## src/rtl/sfi_map.svh

```systemverilog
// constants of the identity and secure-area command unit
`ifndef SFI_MAP_SVH
`define SFI_MAP_SVH
`define SFI_OP_MPC     8'h90
`define SFI_OP_UID     8'h4B
`define SFI_OP_QID     8'hAF
`define SFI_OP_ENTER   8'hB1
`define SFI_OP_LEAVE   8'hC1
`define SFI_OP_RSEC    8'h2B
`define SFI_OP_WSEC    8'h2F
`define SFI_OP_WPERMIT 8'h06
`define SFI_ADDR_DEV   8'h01
`define SFI_MPC_DUMMY  7'h02
`define SFI_UID_DUMMY  7'h04
`define SFI_QID_LAST   6'h02
`define SFI_SEC_RST    8'h00
`define SFI_SEC_EFAIL  6
`define SFI_SEC_PFAIL  5
`define SFI_SEC_ESUSP  3
`define SFI_SEC_PSUSP  2
`define SFI_SEC_LOCK   1
`define SFI_SPI_LAST   3'h7
`define SFI_QPI_LAST   3'h4
`endif

```

## src/rtl/sfi_pkg.sv

```systemverilog
// types of the identity and secure-area command unit
package sfi_pkg;
  typedef enum logic [2:0] {
    ST_CMD   = 3'b000,
    ST_DUMMY = 3'b001,
    ST_ADDR  = 3'b010,
    ST_OUT   = 3'b011,
    ST_WDATA = 3'b100,
    ST_SKIP  = 3'b101
  } sfi_state_t;
  typedef enum logic [2:0] {
    CMD_NONE = 3'b000,
    CMD_MPC  = 3'b001,
    CMD_QID  = 3'b010,
    CMD_UID  = 3'b011,
    CMD_RSEC = 3'b100
  } sfi_cmd_t;
endpackage

```

## src/rtl/sfi_uid_if.sv

```systemverilog
// unique-id memory port between core and memory
`timescale 1ns/100ps
interface sfi_uid_if;
  logic [5:0] addr;
  logic [7:0] data;
  modport mem  (input addr, output data);
  modport user (output addr, input data);
endinterface

```

## src/rtl/sfi_uid_rom.sv

```systemverilog
// factory-set 64-byte unique id, registered read
`timescale 1ns/100ps
module sfi_uid_rom #(
  parameter logic [511:0] UID_BYTES = {8{64'h0123_4567_89AB_CDEF}} // arbitrary value
) (
  input wire logic CLK,     // core clock
  sfi_uid_if.mem   port     // address in, data out
);
  always_ff @(posedge CLK) begin
    port.data <= UID_BYTES[{port.addr, 3'h0} +: 8];
  end
endmodule // sfi_uid_rom

```

## src/rtl/sfi_core.sv

```systemverilog
// identity reads, secure area mode and security byte over the serial link
//
// Operation
// - 90h read: opcode, two dummy bytes, one address byte, then id bytes.
// - id bytes leave on falling clock edges, most significant bit first.
// - address 01h: device id first, then manufacturer id.
// - ids alternate while clocks continue; chip select high ends it.
// - quad id read outputs manufacturer, type, density on falling edges.
// - quad id output runs until chip select rises.
// - enter command puts device into secure-area mode for reads and programs.
// - leave command returns device to main-array operation.
// - main array blocked while in secure-area mode.
// - commands take 8 single-line or 2 quad clocks; upper lines ignored single.
// - security byte readable any time, repeated while clocks continue.
// - security write changes only bit 1 lock, which never clears.
// - lock set refuses all secure-area program and erase.
// - security write without byte-aligned chip select rise is discarded.
// - security byte: e-fail 6, p-fail 5, suspends 3/2, lock 1, rest zero.
// - 4Bh plus four dummy bytes returns 64-byte unique id on falling edges.
// - write permit latch cleared when a write cycle completes.
`timescale 1ns/100ps
`include "sfi_map.svh"
module sfi_core #(
  parameter logic [7:0] MFR_ID  = 8'hA5, // arbitrary value
  parameter logic [7:0] DEV_ID  = 8'h3C, // arbitrary value
  parameter logic [7:0] TYPE_ID = 8'h5A, // arbitrary value
  parameter logic [7:0] DENS_ID = 8'hC3  // arbitrary value
) (
  input  wire logic       CLK,          // core clock
  input  wire logic       SYS_RST,      // sync reset
  input  wire logic       CS_N,         // chip select pin
  input  wire logic       SCLK,         // serial clock pin
  input  wire logic [3:0] IO_IN,        // data pins in
  output logic      [3:0] IO_OUT,       // data pins out
  output logic      [3:0] IO_OE,        // data pins drive enable
  input  wire logic       QUAD_MODE,    // quad command mode level
  input  wire logic       LOCK_NV,      // stored lock state
  input  wire logic       E_FAIL_SET,   // erase failed pulse
  input  wire logic       P_FAIL_SET,   // program failed pulse
  input  wire logic       FAIL_CLR,     // clear fail flags pulse
  input  wire logic       E_SUSP,       // erase suspended level
  input  wire logic       P_SUSP,       // program suspended level
  input  wire logic       WRITE_DONE,   // self-timed write end pulse
  output logic            SECURE_MODE,  // secure area selected
  output logic            MAIN_BLOCKED, // main array access refused
  output logic            OTP_LOCKED,   // secure area read only
  output logic            LOCK_PROG,    // program lock bit pulse
  output logic            WRITE_PERMIT, // write permit latch
  output logic      [7:0] SEC_BYTE      // security byte
);
  import sfi_pkg::*;

  // ----------------------------------------
  // pin synchronisers
  // ----------------------------------------
  logic       cs_n_m, cs_n_s, cs_n_d, ck_m, ck_s, ck_d;
  logic [3:0] io_m, io_s;
  always_ff @(posedge CLK) begin
    if (SYS_RST) begin
      {cs_n_d, cs_n_s, cs_n_m} <= 3'h7;
      {ck_d, ck_s, ck_m} <= 3'h0;
      io_m <= 4'h0;
      io_s <= 4'h0;
    end else begin
      {cs_n_d, cs_n_s, cs_n_m} <= {cs_n_s, cs_n_m, CS_N};
      {ck_d, ck_s, ck_m} <= {ck_s, ck_m, SCLK};
      io_m <= IO_IN;
      io_s <= io_m;
    end
  end
  logic sel, rise, fall, cs_up;
  assign sel   = ~cs_n_s;
  assign rise  = sel & ck_s & ~ck_d;
  assign fall  = sel & ~ck_s & ck_d;
  assign cs_up = cs_n_s & ~cs_n_d;

  // ----------------------------------------
  // input shifter and command decode
  // ----------------------------------------
  sfi_state_t state;
  sfi_cmd_t   cmd;
  logic [7:0] in_sr, next_in, wdata;
  logic [2:0] bit_cnt;
  logic [6:0] byte_cnt;
  logic       byte_end, got_byte, dev_first;
  assign next_in  = QUAD_MODE ? {in_sr[3:0], io_s} : {in_sr[6:0], io_s[0]};
  assign byte_end = rise & (bit_cnt == (QUAD_MODE ? `SFI_QPI_LAST : `SFI_SPI_LAST));
  logic op_take;
  assign op_take = byte_end & (state == ST_CMD);

  always_ff @(posedge CLK) begin
    if (SYS_RST || !sel) begin
      bit_cnt <= 3'h0;
      in_sr   <= 8'h00;
    end else if (rise) begin
      in_sr   <= next_in;
      bit_cnt <= byte_end ? 3'h0 : bit_cnt + (QUAD_MODE ? 3'h4 : 3'h1);
    end
  end

  always_ff @(posedge CLK) begin
    if (SYS_RST || !sel) begin
      state    <= ST_CMD;
      cmd      <= CMD_NONE;
      byte_cnt <= 7'h00;
      got_byte <= 1'b0;
      wdata    <= 8'h00;
    end else if (byte_end) begin
      case (state)
        ST_CMD: begin
          case (next_in)
            `SFI_OP_MPC: begin
              cmd   <= CMD_MPC;
              state <= ST_DUMMY;
            end
            `SFI_OP_UID: begin
              cmd   <= CMD_UID;
              state <= ST_DUMMY;
            end
            `SFI_OP_QID: begin
              cmd   <= CMD_QID;
              state <= ST_OUT;
            end
            `SFI_OP_RSEC: begin
              cmd   <= CMD_RSEC;
              state <= ST_OUT;
            end
            `SFI_OP_WSEC: state <= ST_WDATA;
            default:      state <= ST_SKIP;
          endcase
        end
        ST_DUMMY: begin
          byte_cnt <= byte_cnt + 7'h01;
          if (cmd == CMD_MPC && byte_cnt == `SFI_MPC_DUMMY - 7'h01)
            state <= ST_ADDR;
          else if (cmd == CMD_UID && byte_cnt == `SFI_UID_DUMMY - 7'h01)
            state <= ST_OUT;
        end
        ST_ADDR:  state <= ST_OUT;
        ST_WDATA: begin
          wdata    <= next_in;
          got_byte <= 1'b1;
        end
        default:  state <= state;
      endcase
    end
  end

  always_ff @(posedge CLK) begin
    if (SYS_RST)
      dev_first <= 1'b0;
    else if (byte_end && state == ST_ADDR)
      dev_first <= (next_in == `SFI_ADDR_DEV);
  end

  // ----------------------------------------
  // output serialiser
  // ----------------------------------------
  sfi_uid_if  uid ();
  sfi_uid_rom sfi_uid_rom_inst (.CLK(CLK), .port(uid.mem));
  logic [5:0] out_idx;
  logic [7:0] out_sr, cur_byte;
  logic [2:0] out_cnt;
  logic       load;
  assign uid.addr = out_idx;
  assign load     = fall & (state == ST_OUT) & (out_cnt == 3'h0);

  always_comb begin
    case (cmd)
      CMD_MPC:  cur_byte = (out_idx[0] ^ dev_first) ? DEV_ID : MFR_ID;
      CMD_QID:  cur_byte = (out_idx == 6'h0) ? MFR_ID : (out_idx == 6'h1) ? TYPE_ID : DENS_ID;
      CMD_UID:  cur_byte = uid.data;
      CMD_RSEC: cur_byte = SEC_BYTE;
      default:  cur_byte = 8'h00;
    endcase
  end

  always_ff @(posedge CLK) begin
    if (SYS_RST || !sel) begin
      out_idx <= 6'h00;
      out_cnt <= 3'h0;
      out_sr  <= 8'h00;
      IO_OUT  <= 4'h0;
      IO_OE   <= 4'h0;
    end else if (load) begin
      // qid wraps over three bytes; others wrap at 64 or alternate on bit 0
      out_idx <= (cmd == CMD_QID && out_idx == `SFI_QID_LAST) ? 6'h00 : out_idx + 6'h01;
      out_cnt <= QUAD_MODE ? 3'h1 : 3'h7;
      out_sr  <= QUAD_MODE ? {cur_byte[3:0], 4'h0} : {cur_byte[6:0], 1'b0};
      IO_OUT  <= QUAD_MODE ? cur_byte[7:4] : {2'b00, cur_byte[7], 1'b0};
      IO_OE   <= QUAD_MODE ? 4'hF : 4'h2;
    end else if (fall && state == ST_OUT) begin
      out_cnt <= out_cnt - 3'h1;
      out_sr  <= QUAD_MODE ? {out_sr[3:0], 4'h0} : {out_sr[6:0], 1'b0};
      IO_OUT  <= QUAD_MODE ? out_sr[7:4] : {2'b00, out_sr[7], 1'b0};
    end
  end

  // ----------------------------------------
  // secure mode, write permit, security byte
  // ----------------------------------------
  logic lock, lock_loaded, wsec_ok, efail, pfail;
  // aligned means the last byte completed before chip select rose
  assign wsec_ok = cs_up & (state == ST_WDATA) & (bit_cnt == 3'h0) & got_byte & WRITE_PERMIT;

  always_ff @(posedge CLK) begin
    if (SYS_RST) begin
      SECURE_MODE  <= 1'b0;
      MAIN_BLOCKED <= 1'b0;
    end else if (op_take && next_in == `SFI_OP_ENTER) begin
      SECURE_MODE  <= 1'b1;
      MAIN_BLOCKED <= 1'b1;
    end else if (op_take && next_in == `SFI_OP_LEAVE) begin
      SECURE_MODE  <= 1'b0;
      MAIN_BLOCKED <= 1'b0;
    end
  end

  always_ff @(posedge CLK) begin
    if (SYS_RST)
      WRITE_PERMIT <= 1'b0;
    else if (op_take && next_in == `SFI_OP_WPERMIT)
      WRITE_PERMIT <= 1'b1;
    else if (wsec_ok || WRITE_DONE)
      WRITE_PERMIT <= 1'b0;
  end

  // stored lock is caught after reset release, never under reset
  always_ff @(posedge CLK) begin
    if (SYS_RST) begin
      lock        <= 1'b0;
      lock_loaded <= 1'b0;
      LOCK_PROG   <= 1'b0;
    end else begin
      lock_loaded <= 1'b1;
      LOCK_PROG   <= wsec_ok & wdata[`SFI_SEC_LOCK] & ~lock;
      if (!lock_loaded)
        lock <= LOCK_NV;
      else if (wsec_ok && wdata[`SFI_SEC_LOCK])
        lock <= 1'b1;
    end
  end
  assign OTP_LOCKED = lock;

  // set wins over clear
  always_ff @(posedge CLK) begin
    if (SYS_RST) begin
      efail <= 1'b0;
      pfail <= 1'b0;
    end else begin
      efail <= E_FAIL_SET | (efail & ~FAIL_CLR);
      pfail <= P_FAIL_SET | (pfail & ~FAIL_CLR);
    end
  end

  always_ff @(posedge CLK) begin
    if (SYS_RST) begin
      SEC_BYTE <= `SFI_SEC_RST;
    end else begin
      SEC_BYTE                 <= `SFI_SEC_RST;
      SEC_BYTE[`SFI_SEC_EFAIL] <= efail;
      SEC_BYTE[`SFI_SEC_PFAIL] <= pfail;
      SEC_BYTE[`SFI_SEC_ESUSP] <= E_SUSP;
      SEC_BYTE[`SFI_SEC_PSUSP] <= P_SUSP;
      SEC_BYTE[`SFI_SEC_LOCK]  <= lock;
    end
  end
endmodule // sfi_core

```

## config.mk

```make
export PLATFORM = sky130hd
export DESIGN_NAME = sfi_core
export DESIGN_NICKNAME = d
export VERILOG_FILES = /design/src/rtl/sfi_pkg.sv /design/src/rtl/sfi_uid_if.sv /design/src/rtl/sfi_uid_rom.sv /design/src/rtl/sfi_core.sv
export VERILOG_INCLUDE_DIRS = /design/src /design/src/rtl
export SDC_FILE = /design/constraint.sdc
export NUM_CORES = 1
export LEC_CHECK = 0
export BUFFER_PORTS_ARGS = -buffer_cell sky130_fd_sc_hd__buf_2
export CAP_MARGIN = 20
export CORE_MARGIN = 3
export CORE_UTILIZATION = 50
export CTS_BUF_LIST = sky130_fd_sc_hd__clkbuf_2
export DETAILED_ROUTE_END_ITERATION = 12
export PLACE_DENSITY = 0.69
export SYNTH_ARGS = -nofsm -noshare
export SYNTH_HDL_FRONTEND = slang
export SYNTH_HIERARCHICAL = 1
export SYNTH_SLANG_ARGS = --single-unit
```

## constraint.sdc

```tcl
create_clock -name CLK -period 7.3 [get_ports CLK]
set_clock_uncertainty 0.1 [all_clocks]
set_input_delay 0.365 -clock CLK [delete_from_list [all_inputs] [get_ports CLK]]
set_output_delay 0.365 -clock CLK [all_outputs]
set_load 0.01 [all_outputs]
```

==> results.py, run 1 <==
metrics = {
    "routing": {
        "first_pass_iters": 5,
        "wirelength_um": 9041,
        "drcViolationCount": 0,
        "num_vias": 3332,
        "via_per_inst": 5.795,
        "wl_per_cell_um": 15.72,
        "drt_iter0_drc": 278,
        "drtAntennaViolNets": 0,
    },
    "layout": {
        "register_area_um2": 1541,
        "drive_gt1_share_pct": 14.50,
        "area_delta_synth_final_pct": 9.928,
        "nets": 497,
        "antenna_cells": 0,
        "multi_input_area_um2": 2041,
        "layout.cells.non_filler": 575,
        "num-fill-cells": 681,
    },
    "grt": {
        "grt_first_pass_wirelength_um": 15420,
        "grt_use_total_pct": 22.06,
        "grt_util_met2_pct": 32.46,
        "grtUsageMet3_pct": 3.701,
        "grt_overflow": 0,
        "met1_usage_pct": 31.87,
        "busiest_layer": "met2",
        "grt_antenna_before_repair": 0,
        "grt_pass1_vias": 3130,
        "grt_max_degree": 37,
    },
    "logic_synthesis": {
        "synth_most_common_cell": "dfxtp_1",
        "ys_ff_latch": 77,
        "synthFlopType": "dfxtp_1",
        "yosysTopAreaCellShare_pct": 40.50,
        "ys_seq_area_share_pct": 40.50,
        "syn_avg_cell_area_um2": 8.534,
        "ys_async_sr_fraction_pct": 0,
        "synth-edff-count": 0,
        "synthTopCellsByCount": "dfxtp_1, nor2_1, nand2_1, nor2b_1, a21oi_1",
        "synth_top_area_cell": "dfxtp_1",
        "yosysWarnings": 6,
        "synth_cell_types": 67,
        "synth.area.top_cells": "dfxtp_1, nor2_1, nor2b_1",
        "netlist_area_um2": 3806,
        "syn-instance-count": 446,
    },
    "die": {
        "die_w_um": 93.25,
        "die_area_um2": 8696,
        "ios": 37,
        "std_cell_rows": 31,
        "die_height_um": 93.25,
        "core_area_um2": 7331,
        "initial_core_util_pct": 51.92,
    },
    "pwr": {
        "power.density_nw_per_um2": 166.0,
        "p_clk_share_pct": 32.5,
        "peakVddDrop_mv": 0.1137,
        "net-switching-power_mw": 0.1711,
        "comb_power_share_pct": 5.4,
        "p_sw_share_pct": 24.63,
        "power_mw": 0.6946,
        "internal_power_mw": 0.5235,
        "p_leak_nw": 1.567,
        "p_seq_share_pct": 62.1,
    },
    "timing": {
        "slew_viol_final": 0,
        "worst_slew_pin_slew_ns": 1.036,
        "max_freq_mhz": 332.9,
        "slew_headroom_pct": 30.28,
        "finalSetupViolations": 0,
        "grt_setup_unrepaired": "no",
        "period_needed_ns": 3.004,
        "tns_ns": 0,
        "fin_crit_sh_pct": 41.15,
        "hold_violations": 0,
        "whs_ns": 0.06475,
    },
    "placed_design": {
        "portBuffers": 33,
        "globalplace.congestion": 0.8768,
        "dp_hpwl_um": 6286,
        "place_inst": 547,
    },
    "clock_tree": {
        "htree_levels": 3,
        "cts.root.buffer_cell": "clkbuf_2",
        "post_cts_resized": 0,
        "cts_sinks": 77,
        "cts_max_path_buffers": 2,
        "path_clk_slew_ns": 0.21,
        "cts_tree": "done",
        "numCtsBuffers": 9,
        "postCtsSetupRepairBufs": 0,
        "clk-insertion-delay-late_ns": 0.52,
    },
    "worst_setup_path": {
        "cp_num_buf_inv": 2,
        "reg2reg_depth": 5,
        "critPathMaxFanout": 36,
        "worst-path-stages": 8,
        "crit_slowest_cell": "buf_2",
        "crit_arrival_ns": 3.38,
        "cp_slowest_stage_delay_ns": 0.52,
        "worstSetupStartpointType": "primary input",
        "path_cells": "buf_2, clkinv_1, ha_1, nand2b_1, or3_4, or4_4, or3_1, a21oi_2",
        "cp_top_family": "simple AND/OR/NAND/NOR gates",
        "worst-endpoint-required_ns": 7.68,
        "end_kind": "register",
        "crit_type": "in2reg",
    },
    "min_path": {
        "worstHoldPathType": "in2reg",
        "worstHoldPathCells": 4,
    },
    "job": {
        "maxCapViolCount": 0,
    },
    "run_status": {
        "status": "completed",
    },
}
[state kept, by name, summed over array words and instances, names as in the netlist, 2 cells and up]
| signal | flops |
|---|---|
| out_sr | 7 |
| out_idx | 6 |
| out_cnt | 3 |
| SEC_BYTE | 5 |
| bit_cnt | 3 |
| IO_OE | 2 |
| sfi_uid_rom_inst/port.data | 3 |
| cmd | 3 |
| byte_cnt | 7 |
| IO_OUT | 4 |
| io_s | 4 |
| io_m | 4 |
| in_sr | 7 |
| state | 3 |
[metrics by stage]
stage / cell area, um^2 / utilization (%) / setup slack (ns)
2_1_floorplan: 3814 / - / 4.123
3_3_place_gp: 3958 / 53.99 / 3.815
3_5_place_dp: 3958 / 53.99 / 3.759
4_1_cts: 4184 / 57.07 / 4.297
5_1_grt: 4184 / 57.07 / 4.143
6_report: 4184 / 57.07 / 4.296
[worst reg2reg max path: cells and delay by family (launching register included)]
family / cells / cell delay, ns
AO/OA/AOI/OAI: 3 / 0.95
flip-flops: 1 / 0.41
AND/OR/NAND/NOR: 2 / 0.99
[routing by layer]
| layer | wire (um) | vias up | share of wire [%] |
|---|---|---|---|
| met2 | 4147 | 108 | 46 |
| met1 | 4287 | 1579 | 47 |
| met5 | 0 | - | 0 |
| li1 | - | 1627 | - |
| met3 | 415 | 18 | 4.6 |
| met4 | 191 | 0 | 2.1 |
[power by group through the flow]
stage | Sequential (mW) | Clock [mW] | Combinational [mW]
global placement | 0.440 | 0 | 0.0315
floorplan | 0.439 | 0 | 0.0229
global route | 0.433 | 0.247 | 0.0415
finish | 0.432 | 0.226 | 0.0372
detailed placement | 0.440 | 0 | 0.0319
CTS | 0.432 | 0.230 | 0.0370
[kinds of logic after synthesis]
kind of cell               share of synthesized area (%)
DFF                                                40.50
and+or+nand+nor                                    27.48
muxes                                              2.991
xor gates and xnor gates                           2.991
AOI/OAI and AO/OA                                  16.21
adders and majority gates                          3.287
other                                             0.2958
buffers and inverters                              6.246
[path summary, 6_finish.rpt]
path,from,to,slack (ns)
worst min-delay path,FAIL_CLR,efail,0.06
worst min register to register,cs_n_m,cs_n_s,0.34
worst max-delay path,QUAD_MODE,WRITE_PERMIT,4.30
worst max register to register,out_idx[2],out_sr[3],4.79
[repair_timing]
action | in CTS | in global routing
endpoints found under the setup margin | 0 | 0
endpoints found under the hold margin | 12 | 0
hold buffers | 12 | 0
[layout make-up]
cell class / count / share of cell area, %
inverters: 15 / 1.346
clock inverters: 5 / 1.226
repair buffers: 49 / 7.536
clock buffers: 11 / 1.316
multi-input cells: 319 / 48.77
well taps: 99 / 2.961
flip-flops and latches: 77 / 36.84
[placed cells by master, fill, tap and decap left out, drive strengths merged, types with 10 or more instances in the layout]
master,n
dfxtp,77
nor2,50
buf,37
nand2,27
nor2b,26
a21oi,23
o21ai,19
inv,14
dlygate4sd3,12
nand3,11
clkbuf,11
nand2b,10
nand4,10
ha,10
nor4,10
(Power assumes the default switching activity.)
==> inputs of run 2 (changes only) <==
Clock period 7.3 ns to 3.1 ns, I/O delays scaled along.
==> results.py, run 2 (synthesis gave the netlist of run 1 again) <==
metrics = {
    "die": {
        "die_height_um": 93.25,
        "die_w_um": 93.25,
        "die_area_um2": 8696,
        "core_area_um2": 7331,
        "initial_core_util_pct": 51.92,
        "ios": 37,
        "std_cell_rows": 31,
    },
    "worst_setup_path": {
        "cp_num_buf_inv": 1,
        "critPathMaxFanout": 6,
        "crit_slowest_cell": "dlygate4sd3_1",
        "worstSetupStartpointType": "register",
        "cp_top_family": "simple AND/OR/NAND/NOR gates",
        "worstReg2RegStart": "bit_cnt[0]",
        "r2r_slack_ns": 0.08,
        "worst-path-stages": 7,
        "crit_type": "reg2reg",
        "path_cells": "ha_1, nand2b_1, or3_4, or4_4, or3_1, a21oi_2, dlygate4sd3_1",
        "worst-endpoint-required_ns": 3.49,
        "startpoint": "bit_cnt[0]",
        "crit_end": "WRITE_PERMIT",
        "cp_slowest_stage_delay_ns": 0.55,
        "rr_endpoint": "WRITE_PERMIT",
        "reg2reg_depth": 7,
        "end_kind": "register",
        "crit_arrival_ns": 3.40,
    },
    "grt": {
        "grt_first_pass_wirelength_um": 15290,
        "grt_pass1_vias": 3210,
        "grt_antenna_before_repair": 0,
        "grt_overflow": 0,
        "grt_max_degree": 36,
        "grt_use_total_pct": 21.85,
    },
    "layout": {
        "antenna_cells": 0,
        "layout_common_cells": "dfxtp_1, nor2_1, buf_2",
        "area_delta_synth_final_pct": 14.27,
        "drive_gt1_share_pct": 14.84,
        "layout_commonest_cell": "dfxtp_1",
        "nets": 514,
        "top_regs": "byte_cnt: 7 flops, in_sr: 7 flops, out_sr: 7 flops",
        "final_util_pct": 59.33,
    },
    "pwr": {
        "power_mw": 1.676,
        "peakVddDrop_mv": 0.3163,
        "p_clk_share_pct": 33.2,
        "p_sw_share_pct": 25.70,
        "power.density_nw_per_um2": 385.4,
        "p_leak_nw": 1.648,
        "p_seq_share_pct": 60.7,
        "comb_power_share_pct": 6.2,
        "net-switching-power_mw": 0.4307,
        "internal_power_mw": 1.245,
    },
    "routing": {
        "wirelength_um": 9033,
        "via_per_inst": 5.651,
        "num_vias": 3340,
        "first_pass_iters": 5,
        "dr_wl_met3_um": 387,
        "wl_per_cell_um": 15.28,
        "drtAntennaViolNets": 0,
        "wl_met1_um": 4313,
        "met2_length_um": 4224,
        "routed.top_layer": "met4",
        "drt_iter0_drc": 172,
        "drcViolationCount": 0,
    },
    "clock_tree": {
        "numCtsBuffers": 9,
        "htree_levels": 3,
        "clk-insertion-delay-late_ns": 0.52,
        "cts_max_path_buffers": 2,
        "cts_sinks": 77,
        "path_clk_slew_ns": 0.23,
        "postCtsSetupRepairBufs": 0,
        "cts_tree": "done",
        "cts.root.buffer_cell": "clkbuf_2",
    },
    "timing": {
        "hold_violations": 0,
        "period_needed_ns": 3.016,
        "whs_ns": 0.02659,
        "fin_crit_sh_pct": 97.30,
        "max_freq_mhz": 331.5,
        "layout_setup_ws_ns": 0.08364,
        "tns_ns": 0,
        "finalSetupViolations": 0,
        "slew_headroom_pct": 54.29,
        "slew_viol_final": 0,
        "worst_slew_pin_slew_ns": 0.6848,
        "grt_setup_unrepaired": "no",
    },
    "job": {
        "maxCapViolCount": 0,
    },
    "placed_design": {
        "dp_hpwl_um": 6195,
        "dpl_worst_slack_ns": 0.6251,
        "portBuffers": 33,
        "globalplace.congestion": 0.8977,
    },
    "run_status": {
        "status": "completed",
    },
    "min_path": {
        "worstHoldPathType": "in2reg",
    },
}
run 2: cell type report:
| type | instances | area (um^2) |
|---|---|---|
| clock buffers | 10 | 50.05 |
| clock inverters | 5 | 61.31 |
| fillers | 660 | 2982 |
| inverters | 15 | 56.30 |
| multi-input cells | 319 | 2041 |
| flip-flops and latches | 77 | 1541 |
| well taps | 99 | 123.9 |
| repair buffers | 66 | 475.5 |
run 2: worst min-delay path: stages:
cell and delay (ns):
buf_2 0.11, clkinv_1 0.06, ha_1 0.14, nand2_1 0.05, a21oi_1 0.11
run 2: worst min-delay path by stage:
stage	start	to	slack [ns]	depth (start not counted)
2_1_floorplan	CS_N	cs_n_m	0.16	1
3_3_place_gp	CS_N	cs_n_m	0.24	2
3_5_place_dp	CS_N	cs_n_m	0.24	2
5_1_grt	QUAD_MODE	bit_cnt[0]	0.05	5
6_report	QUAD_MODE	bit_cnt[0]	0.03	5
4_1_cts	QUAD_MODE	bit_cnt[0]	0.003	5
run 2: metal layers:
metal	track usage [%]	vias to the layer above
met2	34.72	79
met3	5.310	10
met1	29.77	1595
met4	5.495	0
met5	0	-
li1	-	1656
run 2: per-stage QoR:
step                      cells  cell area, um^2
after global routing        591             4349
after CTS                   591             4349
final                       591             4349
after global placement      551             3988
after detailed placement    551             3988
after floorplan             448             3814
run 2: power groups by stage:
| stage | logic, mW | clock network, mW | registers (mW) |
|---|---|---|---|
| finish | 0.103 | 0.556 | 1.02 |
| global placement | 0.0764 | 0 | 1.04 |
| detailed placement | 0.0769 | 0 | 1.04 |
| CTS | 0.101 | 0.560 | 1.02 |
| floorplan | 0.0539 | 0 | 1.03 |
| global route | 0.114 | 0.602 | 1.02 |
run 2: timing repair:
| item | CTS | global route |
|---|---|---|
| endpoints found under the hold margin | 21 | 0 |
| resized for setup | 0 | 0 |
| hold buffers | 25 | 0 |
==> inputs of run 3 (changes only) <==
Settings changed: CORE_UTILIZATION 50 to 35, CTS_BUF_LIST sky130_fd_sc_hd__clkbuf_2 to sky130_fd_sc_hd__clkbuf_16, PLACE_DENSITY 0.69 to default.
==> results.py, run 3 (synthesis gave the netlist of run 1 again) <==
metrics = {
    "run_status": {
        "status": "completed",
    },
    "routing": {
        "drtAntennaViolNets": 0,
        "via_per_inst": 5.289,
        "drt_iter0_drc": 226,
        "wirelength_um": 8967,
        "drcViolationCount": 0,
        "num_vias": 3258,
        "first_pass_iters": 4,
        "wl_per_cell_um": 14.56,
    },
    "timing": {
        "slew_headroom_pct": 57.17,
        "hold_violations": 0,
        "fin_crit_sh_pct": 78.59,
        "grt_setup_unrepaired": "no",
        "max_freq_mhz": 410.5,
        "finalSetupViolations": 0,
        "period_needed_ns": 2.436,
        "layout_setup_ws_ns": 0.6638,
        "tns_ns": 0,
        "worst_slew_pin_slew_ns": 0.6335,
        "slew_viol_final": 0,
    },
    "worst_setup_path": {
        "crit_type": "reg2reg",
        "end_kind": "register",
        "worstSetupStartpointType": "register",
        "critPathMaxFanout": 6,
        "crit_arrival_ns": 2.60,
        "worst-endpoint-required_ns": 3.26,
        "r2r_slack_ns": 0.66,
    },
    "placed_design": {
        "dpl_worst_slack_ns": 0.6191,
        "portBuffers": 33,
        "globalplace.congestion": 0.8665,
        "dp_hpwl_um": 6445,
    },
    "grt": {
        "grt_overflow": 0,
        "grt_max_degree": 36,
        "grt_antenna_before_repair": 0,
        "grt_pass1_vias": 3069,
        "grt_use_total_pct": 16.05,
        "grt_first_pass_wirelength_um": 15310,
    },
    "clock_tree": {
        "clk-insertion-delay-late_ns": 0.33,
        "cts_sinks": 77,
        "postCtsSetupRepairBufs": 0,
        "cts_tree": "done",
        "cts.root.buffer_cell": "clkbuf_16",
        "cts_max_path_buffers": 2,
        "numCtsBuffers": 9,
        "path_clk_slew_ns": 0.06,
        "htree_levels": 3,
    },
    "layout": {
        "drive_gt1_share_pct": 15.00,
        "final_util_pct": 42.85,
        "antenna_cells": 0,
        "layout_commonest_cell": "dfxtp_1",
        "area_delta_synth_final_pct": 17.78,
        "top_regs": "byte_cnt: 7 flops, in_sr: 7 flops, out_sr: 7 flops",
        "layout_common_cells": "dfxtp_1, nor2_1, buf_2",
        "nets": 501,
    },
    "job": {
        "maxCapViolCount": 0,
    },
    "die": {
        "ios": 37,
        "die_area_um2": 12160,
        "die_w_um": 110.3,
        "initial_core_util_pct": 36.38,
        "core_area_um2": 10460,
        "std_cell_rows": 37,
        "die_height_um": 110.3,
    },
    "pwr": {
        "power.density_nw_per_um2": 503.8,
        "p_leak_nw": 1.686,
        "peakVddDrop_mv": 0.2132,
    },
    "min_path": {
        "worstHoldPathType": "in2reg",
    },
}
run 3: changes by cell type in the layout (fill, tap and decap cells not counted):
| cell | delta |
|---|---|
| inv_6 | -1 |
| clkinv_2 | +1 |
| clkbuf_2 | -10 |
| inv_1 | +2 |
| clkbuf_16 | +9 |
| clkinv_1 | +1 |
| dlygate4sd3_1 | -14 |
| buf_4 | +1 |
| clkinvlp_4 | -3 |
| bufinv_16 | +2 |
run 3: power by group:
group / switching [mW] / leakage [nW] / internal [mW] / total (mW)
clock network: 0.381 / 0.169 / 0.776 / 1.16
logic: 0.0476 / 0.892 / 0.0401 / 0.0877
registers: 0.0100 / 0.625 / 1.00 / 1.01
run 3: per-layer routing:
metal / wire, um / track usage [%] / up-vias
li1: - / - / 1632
met1: 4295 / 22.37 / 1534
met2: 4111 / 24.65 / 74
met3: 372 / 2.271 / 18
met4: 188 / 7.124 / 0
met5: 0 / 0 / -
run 3: cell type report:
class / instances / area, um^2
timing repair buffer: 53 / 342.8
clock inverter: 7 / 106.4
clock buffer: 9 / 225.2
inverter: 15 / 56.30
fill: 1038 / 5979
sequential: 77 / 1541
multi-input combinational: 319 / 2041
tap: 136 / 170.2
run 3: final timing paths:
path,from,to,depth (start not counted)
worst min-delay path,WRITE_DONE,WRITE_PERMIT,3
worst max-delay path,bit_cnt[0],WRITE_PERMIT,6
worst min register to register,cs_n_m,cs_n_s,1
worst max register to register,bit_cnt[0],WRITE_PERMIT,6
run 3: through the flow:
stage | instances | cell area, um^2 | total power, mW | hold slack (ns)
3_3_place_gp | 589 | 4041 | 1.113 | 0.2386
6_report | 616 | 4483 | 2.259 | 0.03016
4_1_cts | 616 | 4483 | 2.280 | 0.03423
3_5_place_dp | 589 | 4041 | 1.114 | 0.2418
2_1_floorplan | 448 | 3814 | 1.088 | 0.1588
5_1_grt | 616 | 4483 | 2.344 | 0.04449
run 3: critical path: stages, from the launching register on:
cell and delay (ns):
dfxtp_1 0.32, ha_1 0.28, nand2b_1 0.26, or3_4 0.44, or4_4 0.46, or3_1 0.38
a21oi_2 0.14
run 3: timing repair:
item | 4_1_cts | 5_1_grt
hold buffers | 11 | 0
gates resized for setup | 0 | 0
endpoints found under the hold margin | 11 | 0
setup endpoints to repair | 0 | 0
